==> src/verilog/sil_cfg.svh <==
// constants of the strap input latch: offsets, fields, resets, timing
`ifndef SIL_CFG_SVH
`define SIL_CFG_SVH

// --------------------------------------------------------------------
// register offsets (byte addresses)
// --------------------------------------------------------------------
`define SIL_OFS_STATUS      8'h00
`define SIL_OFS_CTRL        8'h04
`define SIL_OFS_MODE        8'h08

// --------------------------------------------------------------------
// status register fields
// --------------------------------------------------------------------
`define SIL_ST_ADDR_LSB     0
`define SIL_ST_BCAST_BIT    5
`define SIL_ST_MODE_LSB     6
`define SIL_ST_REFCLK_BIT   10
`define SIL_ST_LED_BIT      11
`define SIL_ST_DONE_BIT     31

// --------------------------------------------------------------------
// control register fields and reset values
// --------------------------------------------------------------------
`define SIL_CT_BCAST_BIT    0
`define SIL_CT_BCAST_RST    1'b0

// --------------------------------------------------------------------
// mode decode register fields
// --------------------------------------------------------------------
`define SIL_MD_RGMII_BIT    0
`define SIL_MD_ADV1000F_BIT 1
`define SIL_MD_ADV1000H_BIT 2
`define SIL_MD_ADV100F_BIT  3
`define SIL_MD_ADV100H_BIT  4
`define SIL_MD_WAKEA_BIT    5
`define SIL_MD_WAKEB_BIT    6
`define SIL_MD_NAND_BIT     7
`define SIL_MD_PWRDN_BIT    8
`define SIL_MD_RESV_BIT     9

// --------------------------------------------------------------------
// mode strap codes
// --------------------------------------------------------------------
`define SIL_MODE_RGMII_A    4'h8
`define SIL_MODE_RGMII_B    4'ha
`define SIL_MODE_RGMII_G    4'hc
`define SIL_MODE_RGMII_E    4'he
`define SIL_MODE_NAND       4'h4
`define SIL_MODE_PWRDN      4'h7

// --------------------------------------------------------------------
// reset values of the latched straps and upper address bits
// --------------------------------------------------------------------
`define SIL_ADDR_HI         2'b00
`define SIL_ADDR_RST        3'h0
`define SIL_MODE_RST        4'h0

// --------------------------------------------------------------------
// timing
// --------------------------------------------------------------------
`define SIL_CLK_PERIOD_NS   100
`define SIL_SETTLE_NS       400
`define SIL_SETTLE_CYC      ((`SIL_SETTLE_NS + `SIL_CLK_PERIOD_NS - 1) / `SIL_CLK_PERIOD_NS)

`endif

==> src/verilog/sil_pkg.sv <==
// types of the strap input latch
package sil_pkg;

  // --------------------------------------------------------------------
  // capture sequencer states
  // --------------------------------------------------------------------
  typedef enum logic [1:0] {
    SIL_ST_FILL,
    SIL_ST_WAIT,
    SIL_ST_HOLD
  } sil_state_t;

  // --------------------------------------------------------------------
  // one set of strap levels
  // --------------------------------------------------------------------
  typedef struct packed {
    logic [2:0] addr;
    logic       bcast;
    logic [3:0] mode;
    logic       refclk_en;
    logic       led_style;
  } sil_straps_t;

endpackage

==> src/verilog/sil_mode_if.sv <==
// decoded device mode carried from the decoder to the top
`timescale 1ns/1ps

interface sil_mode_if;
  logic rgmii;
  logic adv_1000_fd;
  logic adv_1000_hd;
  logic adv_10_100_fd;
  logic adv_10_100_hd;
  logic wake_a_en;
  logic wake_b_en;
  logic nand_tree;
  logic power_down;
  logic reserved;

  modport drv (
    output rgmii,
    output adv_1000_fd,
    output adv_1000_hd,
    output adv_10_100_fd,
    output adv_10_100_hd,
    output wake_a_en,
    output wake_b_en,
    output nand_tree,
    output power_down,
    output reserved
  );

  modport mon (
    input  rgmii,
    input  adv_1000_fd,
    input  adv_1000_hd,
    input  adv_10_100_fd,
    input  adv_10_100_hd,
    input  wake_a_en,
    input  wake_b_en,
    input  nand_tree,
    input  power_down,
    input  reserved
  );
endinterface

==> src/verilog/sil_sync.sv <==
// three-flop pin synchroniser with agreement filter
`timescale 1ns/1ps

module sil_sync #(
  parameter int W = 1
) (
  input  wire logic         clk,
  input  wire logic         rst_n,
  input  wire logic [W-1:0] d,
  output logic      [W-1:0] q,
  output logic              stable
);

  logic [W-1:0] s1_r;
  logic [W-1:0] s2_r;
  logic [W-1:0] s3_r;

  // --------------------------------------------------------------------
  // chain; s1 feeds s2 only
  // --------------------------------------------------------------------
  always_ff @(posedge clk or negedge rst_n)
  begin
    if (!rst_n)
    begin
      s1_r <= '0;
      s2_r <= '0;
      s3_r <= '0;
    end
    else
    begin
      s1_r <= d;
      s2_r <= s1_r;
      s3_r <= s2_r;
    end
  end

  // --------------------------------------------------------------------
  // a bit changes only once stages two and three agree
  // --------------------------------------------------------------------
  always_ff @(posedge clk or negedge rst_n)
  begin
    if (!rst_n)
      q <= '0;
    else
      for (int i = 0; i < W; i++)
        if (s2_r[i] == s3_r[i])
          q[i] <= s3_r[i];
  end

  assign stable = (s2_r == s3_r);

endmodule

==> src/verilog/sil_mode_dec.sv <==
// registered decode of the latched device mode
`timescale 1ns/1ps
`include "sil_cfg.svh"

module sil_mode_dec (
  input  wire logic       pclk,
  input  wire logic       presetn,
  input  wire logic       valid,
  input  wire logic [3:0] mode,
  sil_mode_if.drv         dec
);

  // --------------------------------------------------------------------
  // mode table; nothing asserted until the straps are latched
  // --------------------------------------------------------------------
  always_ff @(posedge pclk or negedge presetn)
  begin
    if (!presetn)
    begin
      dec.rgmii         <= 1'b0;
      dec.adv_1000_fd   <= 1'b0;
      dec.adv_1000_hd   <= 1'b0;
      dec.adv_10_100_fd <= 1'b0;
      dec.adv_10_100_hd <= 1'b0;
      dec.wake_a_en     <= 1'b0;
      dec.wake_b_en     <= 1'b0;
      dec.nand_tree     <= 1'b0;
      dec.power_down    <= 1'b0;
      dec.reserved      <= 1'b0;
    end
    else
    begin
      dec.rgmii         <= 1'b0;
      dec.adv_1000_fd   <= 1'b0;
      dec.adv_1000_hd   <= 1'b0;
      dec.adv_10_100_fd <= 1'b0;
      dec.adv_10_100_hd <= 1'b0;
      dec.wake_a_en     <= 1'b0;
      dec.wake_b_en     <= 1'b0;
      dec.nand_tree     <= 1'b0;
      dec.power_down    <= 1'b0;
      dec.reserved      <= 1'b0;
      if (valid)
      begin
        // half duplex at 1000 is never advertised
        unique case (mode)
          `SIL_MODE_RGMII_A, `SIL_MODE_RGMII_B, `SIL_MODE_RGMII_E:
          begin
            dec.rgmii         <= 1'b1;
            dec.adv_1000_fd   <= 1'b1;
            dec.adv_10_100_fd <= 1'b1;
            dec.adv_10_100_hd <= 1'b1;
            dec.wake_a_en     <= (mode == `SIL_MODE_RGMII_A);
            dec.wake_b_en     <= (mode == `SIL_MODE_RGMII_B);
          end
          `SIL_MODE_RGMII_G:
          begin
            dec.rgmii       <= 1'b1;
            dec.adv_1000_fd <= 1'b1;
          end
          `SIL_MODE_NAND:  dec.nand_tree  <= 1'b1;
          `SIL_MODE_PWRDN: dec.power_down <= 1'b1;
          default:         dec.reserved   <= 1'b1;
        endcase
      end
    end
  end

endmodule

==> src/verilog/sil_strap_latch.sv <==
// strap input latch: samples board straps after reset, apb status/control
`timescale 1ns/1ps
`include "sil_cfg.svh"

// Overview of operation
// latch three low address straps, 0..7
// upper two address bits forced zero
// latch broadcast-address strap, selects address-0 response
// broadcast respond enable loads inverted strap
// latch four mode straps, select mode
// latch refclk enable strap, gate clock output
// enabled 125 MHz clock offered to MAC
// latch led style strap, 1 individual
// capture all straps at reset release
// decode four rgmii modes and advertisement
// decode nand tree, power down, reserved
// hold latched values until next reset
module sil_strap_latch #(
  parameter int ADDR_W = 8
) (
  input  wire logic              pclk,
  input  wire logic              presetn,
  input  wire logic [ADDR_W-1:0] paddr,
  input  wire logic              psel,
  input  wire logic              penable,
  input  wire logic              pwrite,
  input  wire logic [31:0]       pwdata,
  input  wire logic [3:0]        pstrb,
  output logic      [31:0]       prdata,
  output logic                   pready,
  output logic                   pslverr,
  input  wire logic [2:0]        mgmt_addr_strap,
  input  wire logic              bcast_addr_strap,
  input  wire logic [3:0]        mode_strap,
  input  wire logic              refclk_out_en_strap,
  input  wire logic              led_style_strap,
  input  wire logic              refclk_125,
  output logic      [4:0]        mgmt_addr,
  output logic                   bcast_addr_respond_en,
  output logic      [3:0]        mode_sel,
  output logic                   rgmii_mode,
  output logic                   adv_1000_fd,
  output logic                   adv_1000_hd,
  output logic                   adv_10_100_fd,
  output logic                   adv_10_100_hd,
  output logic                   wake_event_out_a_en,
  output logic                   wake_event_out_b_en,
  output logic                   nand_tree_mode,
  output logic                   power_down_mode,
  output logic                   mode_reserved,
  output logic                   refclk_out_en,
  output logic                   refclk_out_pin,
  output logic                   led_individual,
  output logic                   straps_latched
);

  localparam int SW = $bits(sil_pkg::sil_straps_t);
  localparam logic [2:0] SETTLE_CYC = 3'(`SIL_SETTLE_CYC);

  // --------------------------------------------------------------------
  // declarations
  // --------------------------------------------------------------------
  sil_pkg::sil_straps_t pins;
  sil_pkg::sil_straps_t pins_sync;
  sil_pkg::sil_straps_t straps_r;
  sil_pkg::sil_state_t  state_r;
  logic [SW-1:0]        pins_q;
  logic                 pins_stable;
  logic                 stable_d_r;
  logic [2:0]           settle_r;
  logic                 capture;
  logic                 bcast_en_r;
  logic                 wr_en;
  logic                 setup;
  logic                 addr_hit;
  logic [31:0]          rd_nxt;
  logic [31:0]          status_word;
  logic [31:0]          mode_word;

  sil_mode_if mode_if ();

  // --------------------------------------------------------------------
  // strap pins are asynchronous to pclk
  // --------------------------------------------------------------------
  always_comb
  begin
    pins.addr      = mgmt_addr_strap;
    pins.bcast     = bcast_addr_strap;
    pins.mode      = mode_strap;
    pins.refclk_en = refclk_out_en_strap;
    pins.led_style = led_style_strap;
  end

  sil_sync #(
    .W      (SW)
  ) u_sync (
    .clk    (pclk),
    .rst_n  (presetn),
    .d      (pins),
    .q      (pins_q),
    .stable (pins_stable)
  );

  assign pins_sync = sil_pkg::sil_straps_t'(pins_q);

  // q trails the agreeing stages by one edge, so the
  // capture waits for a second agreeing edge
  always_ff @(posedge pclk or negedge presetn)
  begin
    if (!presetn)
      stable_d_r <= 1'b0;
    else
      stable_d_r <= pins_stable;
  end

  // --------------------------------------------------------------------
  // capture sequencer
  // --------------------------------------------------------------------
  // flops cannot load pins under async reset, so the capture happens
  // once the synchroniser has refilled after release
  always_ff @(posedge pclk or negedge presetn)
  begin
    if (!presetn)
      settle_r <= '0;
    else if (state_r == sil_pkg::SIL_ST_FILL)
      settle_r <= settle_r + 3'h1;
  end

  always_ff @(posedge pclk or negedge presetn)
  begin
    if (!presetn)
      state_r <= sil_pkg::SIL_ST_FILL;
    else
    begin
      unique case (state_r)
        sil_pkg::SIL_ST_FILL:
          if (settle_r == SETTLE_CYC - 3'h1)
            state_r <= sil_pkg::SIL_ST_WAIT;
        // a pin still moving delays the capture
        sil_pkg::SIL_ST_WAIT:
          if (capture)
            state_r <= sil_pkg::SIL_ST_HOLD;
        sil_pkg::SIL_ST_HOLD:
          state_r <= sil_pkg::SIL_ST_HOLD;
        // code 11 is unused; start over
        default:
          state_r <= sil_pkg::SIL_ST_FILL;
      endcase
    end
  end

  assign capture = (state_r == sil_pkg::SIL_ST_WAIT) && pins_stable
                   && stable_d_r;

  // --------------------------------------------------------------------
  // latched straps, frozen after capture
  // --------------------------------------------------------------------
  always_ff @(posedge pclk or negedge presetn)
  begin
    if (!presetn)
    begin
      straps_r.addr      <= `SIL_ADDR_RST;
      straps_r.bcast     <= 1'b1;
      straps_r.mode      <= `SIL_MODE_RST;
      straps_r.refclk_en <= 1'b0;
      straps_r.led_style <= 1'b0;
    end
    else if (capture)
    begin
      straps_r.addr      <= pins_sync.addr;
      straps_r.bcast     <= pins_sync.bcast;
      straps_r.mode      <= pins_sync.mode;
      straps_r.refclk_en <= pins_sync.refclk_en;
      straps_r.led_style <= pins_sync.led_style;
    end
  end

  assign straps_latched = (state_r == sil_pkg::SIL_ST_HOLD);

  // --------------------------------------------------------------------
  // settings offered to the rest of the chip
  // --------------------------------------------------------------------
  assign mgmt_addr      = {`SIL_ADDR_HI, straps_r.addr};
  assign mode_sel       = straps_r.mode;
  assign refclk_out_en  = straps_r.refclk_en;
  assign led_individual = straps_r.led_style;

  // enable is static after capture, so the and-gate cannot chop a pulse
  // except at the single capture edge
  assign refclk_out_pin = refclk_125 & straps_r.refclk_en;

  // --------------------------------------------------------------------
  // mode decode
  // --------------------------------------------------------------------
  sil_mode_dec u_dec (
    .pclk    (pclk),
    .presetn (presetn),
    .valid   (straps_latched),
    .mode    (straps_r.mode),
    .dec     (mode_if)
  );

  assign rgmii_mode          = mode_if.rgmii;
  assign adv_1000_fd         = mode_if.adv_1000_fd;
  assign adv_1000_hd         = mode_if.adv_1000_hd;
  assign adv_10_100_fd       = mode_if.adv_10_100_fd;
  assign adv_10_100_hd       = mode_if.adv_10_100_hd;
  assign wake_event_out_a_en = mode_if.wake_a_en;
  assign wake_event_out_b_en = mode_if.wake_b_en;
  assign nand_tree_mode      = mode_if.nand_tree;
  assign power_down_mode     = mode_if.power_down;
  assign mode_reserved       = mode_if.reserved;

  // --------------------------------------------------------------------
  // apb slave, zero wait states
  // --------------------------------------------------------------------
  assign pready = 1'b1;
  assign setup  = psel && !penable;
  assign wr_en  = psel && penable && pwrite && pready
                  && (paddr == `SIL_OFS_CTRL) && pstrb[0];

  // --------------------------------------------------------------------
  // broadcast respond enable; capture load wins over a software write
  // --------------------------------------------------------------------
  always_ff @(posedge pclk or negedge presetn)
  begin
    if (!presetn)
      bcast_en_r <= `SIL_CT_BCAST_RST;
    else if (capture)
      bcast_en_r <= ~pins_sync.bcast;
    else if (wr_en)
      bcast_en_r <= pwdata[`SIL_CT_BCAST_BIT];
  end

  // response to address 0 in addition to its own address
  assign bcast_addr_respond_en = bcast_en_r;

  // --------------------------------------------------------------------
  // read words
  // --------------------------------------------------------------------
  always_comb
  begin
    status_word = '0;
    status_word[`SIL_ST_ADDR_LSB +: 5] = mgmt_addr;
    status_word[`SIL_ST_BCAST_BIT]     = straps_r.bcast;
    status_word[`SIL_ST_MODE_LSB +: 4] = straps_r.mode;
    status_word[`SIL_ST_REFCLK_BIT]    = straps_r.refclk_en;
    status_word[`SIL_ST_LED_BIT]       = straps_r.led_style;
    status_word[`SIL_ST_DONE_BIT]      = straps_latched;
  end

  always_comb
  begin
    mode_word = '0;
    mode_word[`SIL_MD_RGMII_BIT]    = mode_if.rgmii;
    mode_word[`SIL_MD_ADV1000F_BIT] = mode_if.adv_1000_fd;
    mode_word[`SIL_MD_ADV1000H_BIT] = mode_if.adv_1000_hd;
    mode_word[`SIL_MD_ADV100F_BIT]  = mode_if.adv_10_100_fd;
    mode_word[`SIL_MD_ADV100H_BIT]  = mode_if.adv_10_100_hd;
    mode_word[`SIL_MD_WAKEA_BIT]    = mode_if.wake_a_en;
    mode_word[`SIL_MD_WAKEB_BIT]    = mode_if.wake_b_en;
    mode_word[`SIL_MD_NAND_BIT]     = mode_if.nand_tree;
    mode_word[`SIL_MD_PWRDN_BIT]    = mode_if.power_down;
    mode_word[`SIL_MD_RESV_BIT]     = mode_if.reserved;
  end

  always_comb
  begin
    rd_nxt   = '0;
    addr_hit = 1'b1;
    unique case (paddr)
      `SIL_OFS_STATUS: rd_nxt = status_word;
      `SIL_OFS_CTRL:   rd_nxt[`SIL_CT_BCAST_BIT] = bcast_en_r;
      `SIL_OFS_MODE:   rd_nxt = mode_word;
      default:         addr_hit = 1'b0;
    endcase
  end

  // --------------------------------------------------------------------
  // read data and error sampled in setup, held through access
  // --------------------------------------------------------------------
  always_ff @(posedge pclk or negedge presetn)
  begin
    if (!presetn)
      prdata <= '0;
    else if (setup)
      prdata <= pwrite ? 32'h0000_0000 : rd_nxt;
  end

  always_ff @(posedge pclk or negedge presetn)
  begin
    if (!presetn)
      pslverr <= 1'b0;
    else if (setup)
      pslverr <= !addr_hit;
    else if (!psel)
      pslverr <= 1'b0;
  end

endmodule

==> config.mk <==
export PLATFORM = sky130hd
export DESIGN_NAME = sil_strap_latch
export DESIGN_NICKNAME = d
export VERILOG_FILES = /design/src/verilog/sil_pkg.sv /design/src/verilog/sil_mode_if.sv /design/src/verilog/sil_sync.sv /design/src/verilog/sil_mode_dec.sv /design/src/verilog/sil_strap_latch.sv
export VERILOG_INCLUDE_DIRS = /design/src /design/src/verilog
export SDC_FILE = /design/constraint.sdc
export NUM_CORES = 1
export LEC_CHECK = 0
export ABC_AREA = 1
export BUFFER_PORTS_ARGS = -buffer_cell sky130_fd_sc_hd__buf_4
export CAP_MARGIN = 20
export CELL_PAD_IN_SITES_DETAIL_PLACEMENT = 2
export CELL_PAD_IN_SITES_GLOBAL_PLACEMENT = 2
export CORE_MARGIN = 2
export CORE_UTILIZATION = 32
export CTS_CLUSTER_DIAMETER = 200
export DETAILED_ROUTE_END_ITERATION = 12
export PLACE_DENSITY_LB_ADDON = 0.2
export SETUP_SLACK_MARGIN = 0.02
export SYNTH_ARGS = -nofsm -noshare
export SYNTH_HDL_FRONTEND = slang
export SYNTH_SLANG_ARGS = --single-unit
==> constraint.sdc <==
create_clock -name pclk -period 2.9 [get_ports pclk]
set_input_delay 0.145 -clock pclk [delete_from_list [all_inputs] [get_ports pclk]]
set_output_delay 0.145 -clock pclk [all_outputs]
set_load 0.01 [all_outputs]
==> metrics.md <==
| Metric | Value |
|---|---|
| Status | `completed` |
| Sum Neg Setup Slack | `0 ps` |
| Sink Count | `77` |
| Commonest register cell after synthesis | `dfrtp_1` |
| Worst-margin pin slew | `566 ps` |
| Max-slew violations | `0` |
| Register clock-pin slew on the reported worst setup and hold paths | `80 ps` |
| Most common cell in the netlist | `dfrtp_1` |
| Postcts setup bufs | `0` |
| Leading area contributor after synthesis | `dfrtp_1` |
| Final #Nets | `449` |
| YS warnings | `0` |
| Layout cells sized above 1 | `26.9%` |
| Placed cell count | `493` |
| CP arrival | `2010 ps` |
| Multi-input logic area | `995 µm²` |
| DR WL met2 | `3570 µm` |
| Die height | `105 µm` |
| Avg Inst Size Synth | `10.4 µm²` |
| Number of synthesized flops with an enable pin | `0` |
| Post-route clock period utilization | `60.9%` |
| # DRC | `0` |
| I/O Pins | `118` |
| Drt pass-1 iters | `4` |
| Die area | `11100 µm²` |
| Final setup fails | `0` |
| WHS | `41.7 ps` |
| Commonest cells in the netlist | `dfrtp_1, nand2_1, inv_1` |
| Cell leakage power | `2.12 nW` |
| Number of buffers added on ports | `60` |
| Synth top area cells | `dfrtp_1, buf_4, nand2_1` |
| Finished Layout Cells | `520` |
| Fin util | `40.9%` |
| Post-synth top area share | `58.1%` |
| Final WL | `7200 µm` |
| Post-synth ARST share | `100%` |
| CORE AREA | `9860 µm²` |
| H-tree depth reported by CTS | `3` |
| CTS resizes | `0` |
| Highest metal used | `met4` |
| RePlAce Congestion | `0.779` |
| # Max-Cap Violations | `0` |
| Post-CTS Hold Buffers | `11` |
| Grt ovf | `0` |
| Synth Instances | `315` |
| Reg2Reg Setup Slack | `1130 ps` |
| Largest net degree at the start of global routing | `78` |
| Hpwl dp | `5190 µm` |
| Met1 wire length | `3120 µm` |
| Cell Area, Synth | `3280 µm²` |
| Final min period | `1770 ps` |
| WL met3 | `406 µm` |
| P per Cell Area | `609 nW/µm²` |
| RSZ-0062 raised after global routing | `false` |
| Yosys cell types | `35` |
| Inserted Diodes | `0` |
| Crit Path Class | `flop to flop` |
| FMAX | `0.566 GHz` |
| Worst-Skew Late Latency | `360 ps` |
| Num rows | `36` |
| Startpoint types | `flop` |
| Post-Route Skew | `14.1 ps` |
| Worst Setup End Kind | `flop` |
| Yosys reg bits | `77` |
| Crit path required time | `3140 ps` |
| Initial Util | `33.2%` |
| CTS tree | `yes` |
| First-pass GRT wire length | `12100 µm` |
| ANT nets after route | `0` |
| Initial antenna violation count | `0` |
| DR iter-0 viols | `56` |
| Aggregate global-route resource usage | `14.1%` |
| Total CTS buffers | `9` |
| Hold Vio Cnt, Final | `0` |
| HP Class | `input pin to flop` |
| Total Power | `0.00246 W` |
| Filler instances | `1088` |
| Crit-path max FO | `24` |
| DR vias | `2305` |
| Drt via density | `4.43` |
| CTS max path bufs | `2` |
| Routed wire length per instance | `13.8 µm` |
| Seq/Total Area, Yosys | `58.9%` |
| Vias in the first global route | `2455` |
| Root Buffer | `clkbuf_8` |
| Area grow syn2layout | `23.3%` |
| Peak VDD IR | `288 µV` |
| Die width | `105 µm` |
| Slew HR | `62.2%` |
| Register area | `1930 µm²` |
[metrics by stage]
step	worst slack, ps	cell area [µm²]
CTS	1060	4020
finish	1130	4040
global placement	1160	3700
global route	840	4040
detailed placement	1090	3700
floorplan	1600	3350
[registers in the layout, indices dropped and copies added (netlist names), 2 cells and up]
register and cells:
prdata 12, u_sync.q 10, u_sync.s1_r 10, u_sync.s2_r 10
u_sync.s3_r 10, mode_sel 4, mgmt_addr 3, settle_r 3
state_r 2
[routing by layer]
metal / track usage [%] / up-vias
li1: - / 1077
met1: 16.8 / 1157
met2: 23.6 / 63
met3: 5.05 / 8
met4: 4.86 / 0
met5: 0 / -
[area by class of cell]
cell class / instances / share of cell area (%)
multi-input combinational: 181 / 24.6
timing repair buffer: 72 / 14.4
clock buffer: 9 / 3.07
inverter: 42 / 3.90
clock inverter: 6 / 2.17
sequential: 77 / 47.7
tap: 133 / 4.12
[path summary, 6_finish.rpt]
kind	start	to	depth (start not counted)
min in group asynchronous	presetn	mode_sel[3]	2
hold reg to reg	u_sync.s1_r[9]	u_sync.s2_r[9]	0
setup reg to reg	u_sync.s3_r[8]	state_r[1]	8
max in group asynchronous	presetn	status_word[5]	3
setup / recovery	u_sync.s3_r[8]	state_r[1]	8
hold / removal	penable	pslverr	3
[power breakdown]
part | switching, W | leakage [nW] | internal [W]
Sequential | 0.0000433 | 0.967 | 0.00115
Combinational | 0.000230 | 1.04 | 0.000150
Clock | 0.000400 | 0.109 | 0.000481
Total | 0.000673 | 2.12 | 0.00179
[worst max-delay path, stage by stage, from the launching register on]
cell     delay (ps)
dfrtp_1         400
xnor2_1         210
nand2_1         110
nor2_2          160
nand4_4         370
nand2_2         210
nand2_1          90
nand2_1          60
nand2_1          50
[layout by cell type (no fill, tap or decap), drive strengths merged]
cell and instances:
a21o 3, a21oi 8, a22o 3, a32o 5, and3 1, buf 61, bufinv 2, clkbuf 9
clkinv 3, conb 23, dfrtp 76, dfstp 1, dlygate4sd3 11, ha 6, inv 43, nand2 66
nand3 11, nand4 4, nor2 18, nor3 3, nor4 1, o21a 2, o21ai 22, or2 2
xnor2 2, xor2 1
[cells by family after synthesis]
group | after synthesis | synth area share, %
buf+inv | 78 | 13.2
compound gates | 43 | 9.21
fa+ha+maj | 6 | 2.29
xor+xnor | 3 | 0.802
flops | 77 | 58.9
simple gates | 106 | 15.4
other cells | 2 | 0.229
Note: power is estimated with default switching activity, not from simulation.
